==> src/include/hbridge_pkg.sv <==
`default_nettype none
package hbridge_pkg;
    localparam int CLK_MHZ = 50;
    // constant off time of the current limiter, in us
    localparam int OFF_TIME_US = 20;
    localparam int OFF_CYCLES = OFF_TIME_US * CLK_MHZ;
    localparam int OFF_W = 11;
    // blanking after each output transition, in ns
    localparam int BLANK_NS = 2000;
    localparam int BLANK_CYCLES = (BLANK_NS * CLK_MHZ + 999) / 1000;
    localparam int BLANK_W = 8;
    localparam logic [OFF_W-1:0] OFF_RESET = 11'h000;
    localparam logic [BLANK_W-1:0] BLANK_RESET = 8'h00;

    typedef enum logic [1:0] {
        ST_SLEEP = 2'b00,
        ST_RUN = 2'b01,
        ST_LATCHED = 2'b11,
        ST_DISABLED = 2'b10
    } mode_t;

    typedef struct packed {
        logic polarityInA;
        logic polarityInB;
        logic disableHighIn;
        logic enableSleepLowIn;
    } ctrl_t;

    typedef struct packed {
        logic underVoltage;
        logic shortCircuit;
        logic overTemp;
        logic tempBelowRestart;
        logic tempAboveFoldback;
        logic currentAtNormalLimit;
        logic currentAtReducedLimit;
    } sense_t;

    // one half-bridge: level and output enable
    typedef struct packed {
        logic level;
        logic drive;
    } half_t;
endpackage
`default_nettype wire

==> src/core/input_sync.sv <==
`default_nettype none
module input_sync (
    input wire logic mclk,
    input wire logic resetn,
    input wire logic async,
    output logic synced
);
    typedef struct packed {
        logic first;
        logic second;
    } sync_t;
    sync_t state;
    sync_t next_state;
    always_comb begin
        next_state.first = async;
        next_state.second = state.first;
    end
    // both flops reset low, so every pin reads low until sampled
    always_ff @(posedge mclk or negedge resetn) begin
        if (!resetn) begin
            state <= '0;
        end else begin
            state <= next_state;
        end
    end
    assign synced = state.second;
endmodule
`default_nettype wire

==> src/core/hbridge_gate_control.sv <==
// Functional notes
// enabled, not disabled, no fault: outputs follow polarity inputs, flag high.
// disable high tri-states and pulls flag low; enable low sleeps, flag high.
// under-voltage tri-states, flag low; recovery restores without host action.
// short or over-temperature latches outputs off and flag low.
// disable falling or enable rising edge clears latch; host must give one.
// after thermal latch, restart only once temperature below restart point.
// power cycle (reset) clears any latched fault and flag.
// current limit tri-states outputs for fixed 20 us, then resumes.
// above 160 C the reduced 4.2 A limit replaces normal limit.
// over-temperature trip above 175 C causes latched shutdown.
// host avoids prolonged foldback operation; above 150 C under 30 s.
// blanking timer at each output transition masks the current limit.
// enable input undriven reads as low, so device sleeps.
// control inputs synchronised before clearing edges are detected.
`default_nettype none
module hbridge_gate_control (
    input wire logic mclk,
    input wire logic resetn,
    input wire hbridge_pkg::ctrl_t ctrlIn,
    input wire hbridge_pkg::sense_t sense,
    output hbridge_pkg::half_t bridgeOutA,
    output hbridge_pkg::half_t bridgeOutB,
    output logic faultFlagLowOut,
    output logic faultFlagLowOe,
    output logic sleepMode,
    output logic limitOff,
    output logic thermalLimitEvent
);
    typedef struct packed {
        hbridge_pkg::mode_t mode;
        logic thermalLatch;
        logic prevDisable;
        logic prevEnable;
        logic [hbridge_pkg::OFF_W-1:0] offCount;
        logic [hbridge_pkg::BLANK_W-1:0] blankCount;
        logic prevA;
        logic prevB;
        logic prevDrive;
        hbridge_pkg::half_t outA;
        hbridge_pkg::half_t outB;
        logic flagLow;
        logic awake;
        logic offActive;
        logic thermalEvent;
    } state_t;

    state_t state;
    state_t next_state;
    logic syncA;
    logic syncB;
    logic syncDis;
    logic syncEn;
    logic clearEdge;
    logic limitHit;
    logic wantDrive;
    logic hold;

    // synchronise inputs
    input_sync syncInA (
        .mclk(mclk),
        .resetn(resetn),
        .async(ctrlIn.polarityInA),
        .synced(syncA)
    );
    input_sync syncInB (
        .mclk(mclk),
        .resetn(resetn),
        .async(ctrlIn.polarityInB),
        .synced(syncB)
    );
    input_sync syncInDis (
        .mclk(mclk),
        .resetn(resetn),
        .async(ctrlIn.disableHighIn),
        .synced(syncDis)
    );
    // enable resets to low, a floating pin is modelled as low outside
    input_sync syncInEn (
        .mclk(mclk),
        .resetn(resetn),
        .async(ctrlIn.enableSleepLowIn),
        .synced(syncEn)
    );

    // clearing edges
    assign clearEdge = (state.prevDisable && !syncDis) ||
                       (!state.prevEnable && syncEn);

    // foldback selects reduced limit when hot
    assign limitHit = sense.tempAboveFoldback ?
                      sense.currentAtReducedLimit :
                      sense.currentAtNormalLimit;

    // thermal latch holds until temperature is low enough
    assign hold = state.thermalLatch && !sense.tempBelowRestart;

    always_comb begin
        next_state = state;
        next_state.prevDisable = syncDis;
        next_state.prevEnable = syncEn;
        wantDrive = 1'b0;
        if (state.offCount != hbridge_pkg::OFF_RESET) begin
            next_state.offCount = state.offCount - 11'h001;
        end
        if (state.blankCount != hbridge_pkg::BLANK_RESET) begin
            next_state.blankCount = state.blankCount - 8'h01;
        end
        case (state.mode)
            hbridge_pkg::ST_SLEEP: begin
                if (syncEn) begin
                    next_state.mode = syncDis ? hbridge_pkg::ST_DISABLED
                                              : hbridge_pkg::ST_RUN;
                end
            end
            hbridge_pkg::ST_RUN: begin
                // R10: short or thermal trip latches off
                if (sense.shortCircuit || sense.overTemp) begin
                    next_state.mode = hbridge_pkg::ST_LATCHED;
                    next_state.thermalLatch = sense.overTemp;
                end else if (!syncEn) begin
                    next_state.mode = hbridge_pkg::ST_SLEEP;
                end else if (syncDis) begin
                    next_state.mode = hbridge_pkg::ST_DISABLED;
                end else begin
                    wantDrive = 1'b1;
                end
            end
            hbridge_pkg::ST_DISABLED: begin
                if (sense.shortCircuit || sense.overTemp) begin
                    next_state.mode = hbridge_pkg::ST_LATCHED;
                    next_state.thermalLatch = sense.overTemp;
                end else if (!syncEn) begin
                    next_state.mode = hbridge_pkg::ST_SLEEP;
                end else if (!syncDis) begin
                    next_state.mode = hbridge_pkg::ST_RUN;
                end
            end
            hbridge_pkg::ST_LATCHED: begin
                // sleep first: a clear while asleep must not drive
                if (!syncEn) begin
                    next_state.mode = hbridge_pkg::ST_SLEEP;
                end else if (clearEdge) begin
                    // clearing edge releases latch
                    next_state.mode = syncDis ? hbridge_pkg::ST_DISABLED
                                              : hbridge_pkg::ST_RUN;
                end
            end
            default: begin
                next_state.mode = hbridge_pkg::ST_SLEEP;
            end
        endcase
        if (next_state.mode != hbridge_pkg::ST_LATCHED &&
            state.mode == hbridge_pkg::ST_LATCHED) begin
            next_state.thermalLatch = state.thermalLatch;
        end
        // under-voltage overrides drive, no latch
        if (sense.underVoltage) begin
            wantDrive = 1'b0;
        end
        // hot restart waits until cool
        if (hold) begin
            wantDrive = 1'b0;
        end else if (next_state.mode != hbridge_pkg::ST_LATCHED) begin
            // next mode, so a latch set on this edge is kept
            next_state.thermalLatch = 1'b0;
        end
        // blanking masks limit; R8: start off interval
        if (wantDrive && limitHit &&
            state.blankCount == hbridge_pkg::BLANK_RESET &&
            state.offCount == hbridge_pkg::OFF_RESET) begin
            next_state.offCount = 11'(hbridge_pkg::OFF_CYCLES);
        end
        if (next_state.offCount != hbridge_pkg::OFF_RESET) begin
            wantDrive = 1'b0;
        end
        // follow polarity inputs
        next_state.outA.level = wantDrive && syncA;
        next_state.outB.level = wantDrive && syncB;
        next_state.outA.drive = wantDrive;
        next_state.outB.drive = wantDrive;
        next_state.prevA = next_state.outA.level;
        next_state.prevB = next_state.outB.level;
        next_state.prevDrive = wantDrive;
        // restart blanking at each output transition
        if (next_state.outA.level != state.prevA ||
            next_state.outB.level != state.prevB ||
            wantDrive != state.prevDrive) begin
            next_state.blankCount = 8'(hbridge_pkg::BLANK_CYCLES);
        end
        // R3: R4: flag low on disable, under-voltage or latch
        next_state.flagLow =
            (next_state.mode == hbridge_pkg::ST_LATCHED) ||
            (next_state.mode == hbridge_pkg::ST_DISABLED) ||
            (sense.underVoltage && next_state.mode != hbridge_pkg::ST_SLEEP);
        // registered status copies, so no decode glitches reach the pins
        next_state.awake = (next_state.mode != hbridge_pkg::ST_SLEEP);
        next_state.offActive =
            (next_state.offCount != hbridge_pkg::OFF_RESET);
        next_state.thermalEvent = next_state.thermalLatch &&
            (next_state.mode == hbridge_pkg::ST_LATCHED);
    end

    // power cycle clears everything
    always_ff @(posedge mclk or negedge resetn) begin
        if (!resetn) begin
            state <= '0;
        end else begin
            state <= next_state;
        end
    end

    assign bridgeOutA = state.outA;
    assign bridgeOutB = state.outB;
    assign faultFlagLowOut = 1'b0;
    assign faultFlagLowOe = state.flagLow;
    assign sleepMode = !state.awake;
    assign limitOff = state.offActive;
    assign thermalLimitEvent = state.thermalEvent;
endmodule
`default_nettype wire

==> config.mk <==
export PLATFORM = sky130hd
export DESIGN_NAME = hbridge_gate_control
export DESIGN_NICKNAME = d
export VERILOG_FILES = /design/src/include/hbridge_pkg.sv /design/src/core/input_sync.sv /design/src/core/hbridge_gate_control.sv
export SDC_FILE = /design/constraint.sdc
export NUM_CORES = 1
export LEC_CHECK = 0
export ABC_CLOCK_PERIOD_IN_PS = 3600
export BUFFER_PORTS_ARGS = -buffer_cell sky130_fd_sc_hd__buf_2
export CAP_MARGIN = 30
export CORE_MARGIN = 2
export CORE_UTILIZATION = 58
export DETAILED_ROUTE_END_ITERATION = 7
export PLACE_DENSITY = 0.79
export SYNTH_ARGS = -nofsm -noshare
export SYNTH_HDL_FRONTEND = slang
export SYNTH_HIERARCHICAL = 1
export SYNTH_SLANG_ARGS = --single-unit
==> constraint.sdc <==
create_clock -name mclk -period 3.6 [get_ports mclk]
set_input_delay 0.54 -clock mclk [delete_from_list [all_inputs] [get_ports mclk]]
set_output_delay 0.54 -clock mclk [all_outputs]
set_load 0.02 [all_outputs]
==> flow_results.org <==
** Clocking
- CTS built an H-tree with a depth of 2.
- TritonCTS built the clock tree.
- Clock tree synthesis selected as its root buffer the cell clkbuf_8.
- The clock passes through at most 2 buffers.
- After clock tree synthesis, the flow added hold-fix buffers numbering 0.
- Total number of clock tree sinks :: 39
- Buffers inserted during clock tree synthesis total 5.
- Clock insertion delay at the later pin of the skew report :: 0.30 ns
- Clock-pin slew was measured on the worst setup and hold paths at about 0.09 ns.
- Buffers added to address setup during post-CTS repair amount to 0.
- Gates resized, CTS repair :: 0

** STA
- Count of final max-slew check failures :: 0
- Slew headroom :: 43.5%
- Setup repair after global routing left no endpoint under its margin.
- For the pin with the worst max-slew slack, the measured transition is between 0.8 and 0.9 ns.
- Endpoints failing setup :: 0
- Final Cycle Share :: 82.1%
- Final hold violation count :: 0
- The routed design could run at a clock period as short as between 2 and 3 ns.
- Final setup TNS :: 0 ns
- Worst setup slack after layout :: 0.643 ns
- The clock arrives with between 0.01 and 0.015 ns of skew.
- Static timing analysis puts the maximum clock frequency at 338 MHz.

** Route
- Count of nets left with antenna violations after detail routing :: 0
- The final route contains 1634 vias.
- In this run, the number of DRC markers left after iteration 0 of detailed routing was 166.
- DRC violations left :: 0
- Dividing the detail-routed via count by the number of cells gives 5.75.
- Avg WL per Cell :: about 14 microns
- The pre-antenna-repair detailed-routing pass consisted of 4 iterations.
- Wires add up to approximately 4.0 mm.

** Global route
- Wire length of the first global-routing pass :: between 6 and 7 mm
- Global-route met3 utilization :: 4.62%
- Met2 capacity usage during global routing :: ~34%
- Maximum number of pins on one net before global-route repair :: 40
- Global routing used 21.6% of the available tracks.
- Initial antenna violation count :: 0
- Via count of the first global-routing pass :: 1554
- The total overflow left after global routing is 0.
- In the global route stage, met1 resource usage came out at between 30% and 40%.
- In this run the most used layer during global routing was met2.

** Worst setup path
- Cell at the slowest stage of the critical path :: a2111oi_4
- The worst setup path is launched from a flop.
- Most frequent cell on the critical path :: inv_1
- Critical setup path kind :: flop to flop
- For the worst setup path, the data arrival time is 3.15 ns.
- Data on the critical path is required at its endpoint by 3.79 ns.
- On the worst path, the slowest cell contributes a delay of 0.56 ns.
- The worst setup path is captured at a flop.
- Traced cell by cell, the critical path runs through inv_1 > ha_1 > or4b_4 > o41ai_1 > inv_1 > a2111oi_4 > nand2_4 > o31ai_1.
- Along the worst path, the maximum fanout reaches 10.

** Logic synthesis
- Number of distinct standard cells referenced by the synthesized netlist :: 52
- For this run, asynchronously set or reset flops after synthesis account for 100%.
- Synthesis produced a netlist whose cell count is around 220.
- Post-synthesis cell area :: 2170 sq um
- Yosys mapped a number of flops with a built-in enable equal to 0.
- Mean cell area of the mapped netlist :: 9.93 sq um
- Number of storage elements in the synthesis netlist :: 39
- Synth Warn # :: 6
- Fraction of the yosys area taken by sequential cells :: 45.1%
- The most used flip-flop cell after synthesis is dfrtp_1.
- Synthesized netlist net count :: 238

** Placed design
- After legalization and detailed placement, the total HPWL measured 2.99 mm.
- In this run the cell area measured after placement is between 2000 and 2500 sq um.
- Routability Congestion :: 0.865
- At the placement stage, the worst setup path has a slack of around 0.66 ns.
- Port-buffer cells :: 20

** Die
- During I/O placement, the number of pins put on the boundary was 22.
- Horizontal extent of the die :: 65.1 microns
- The die is ~65 microns tall.
- Floorplan die area :: 4240 sq um
- Rows :: 22
- The total area inside the core boundary comes to 3630 sq um.
- Initial standard-cell utilization of the core :: a little under 60%

** Final layout
- Summed area of non-filler cells in the final layout :: about 2400 sq um
- After the last flow step, the layout net total stands at ~260.
- Inserted Diodes :: 0
- Layout overhead on the synthesized area :: 8.72%
- Flip-flop count of the largest register, all copies and words added :: 25
- Fill cell total of the finished layout :: 303
- Commonest cells after routing, fill and taps aside :: dfrtp_1, buf_2, inv_1, nor2_1
- Most frequent standard cell in the layout excluding fill and tap cells :: dfrtp_1
- Ranked by flip-flop count, first place goes to state.
- Ratio of cells with drive above 1 in the final layout :: 16.9%

** Power and ir drop
- Dividing total power by cell area gives a power density of 454 nW/um^2.
- The worst-case IR drop observed on VDD is about 350 uV.
- Leakage :: 1.06 nW

** Job
- Across the run, the number of max-cap violations was 0.

** Min path
- The tightest min-delay check is of the input port to async pin type.

** Status
- The flow ran to the end, and the final reports show no timing, DRC or antenna violations.
## per-layer routing
| layer | wire [microns] | up-vias | part of all wire [%] |
|---|---|---|---|
| met5 | 0 | - | 0 |
| met1 | 1970 | 777 | 49 |
| met4 | 57 | 0 | 1.4 |
| met3 | 187 | 6 | 4.7 |
| li1 | - | 813 | - |
| met2 | 1800 | 38 | 45 |
## synthesized netlist by cell type, drive strengths merged (2+ instances only)
master | number | area share [%]
clkbuf | 3 | 0.52
nand2b | 4 | 1.2
a21boi | 2 | 0.69
o41ai | 3 | 1.2
o31ai | 7 | 2.7
dfrtp | 39 | 45
and4b | 4 | 1.8
nand2 | 14 | 2.8
nor2 | 15 | 2.6
o22ai | 2 | 0.58
inv | 15 | 2.6
a31oi | 3 | 0.87
or3 | 8 | 2.3
a211o | 5 | 2.0
o21ai | 14 | 3.2
nor2b | 4 | 1.2
xnor2 | 4 | 1.6
a21oi | 5 | 1.2
ha | 7 | 4.0
buf | 7 | 2.4
a211oi | 2 | 1.3
nand3 | 8 | 1.8
and2 | 2 | 0.58
nand4b | 2 | 0.81
mux2i | 5 | 2.3
nor3 | 10 | 2.8
xor2 | 3 | 1.2
or2 | 4 | 1.2
nand3b | 2 | 0.69
## worst paths after layout
check | endpoint | depth (start not counted) | slack (ns) | from
worst max-delay path | state[11] | 8 | 0.64 | state[19]
worst min-delay path | state[22] | 1 | 0.34 | resetn
worst min register to register | syncInEn/synced | 0 | 0.35 | syncInEn/next_state[0]
min in group mclk | syncInB/next_state[0] | 1 | 0.35 | ctrlIn[2]
worst max register to register | state[11] | 8 | 0.64 | state[19]
max in group asynchronous | syncInB/next_state[0] | 1 | 2.72 | resetn
## critical path, delay by kind of cell, from the launching register on
family,cells,cell delay (ns)
AO/OA/AOI/OAI,3,1.32
adder cells (fa/ha/maj),1,0.17
buffers and inverters,2,0.25
flip-flops,1,0.43
AND/OR/NAND/NOR,2,0.69
## where the power goes
group / leakage, nW / total, mW / switching, mW / internal, mW
Clock: 0.0408 / 0.306 / 0.168 / 0.139
Sequential: 0.456 / 0.508 / 0.0305 / 0.477
Combinational: 0.563 / 0.255 / 0.147 / 0.108
Total: 1.06 / 1.07 / 0.345 / 0.724
## cell type report
type,instances,area [sq um],share of cell area (%)
tap,48,60.1,2.55
clock buffer,5,68.8,2.92
timing repair buffer,20,100,4.25
inverter,15,56.3,2.39
clock inverter,3,23.8,1.01
multi-input combinational,154,1070,45.4
sequential,39,976,41.4
## cell families (layout without fill, tap and decap cells)
family          Yosys count  count (layout)  synth area share (%)
mux                       6               6                  2.83
other cells               1               1                 0.173
buf+inv                  25              43                  5.55
compound gates           52              52                  18.1
xor+xnor                  7               7                  2.83
flops                    39              39                  45.1
fa+ha+maj                 7               7                  4.04
simple gates             81              81                  21.4
## metrics by stage
| step | util, % | hold slack, ns | std cells | power, mW |
|---|---|---|---|---|
| floorplan | - | 0.244 | 218 | 0.702 |
| global placement | 62.3 | 0.332 | 276 | 0.767 |
| detailed placement | 62.3 | 0.336 | 276 | 0.772 |
| CTS | 64.8 | 0.337 | 284 | 1.08 |
| global route | 64.8 | 0.337 | 284 | 1.14 |
| finish | 64.8 | 0.340 | 284 | 1.07 |
Note: power is estimated with default switching activity, not from simulation.
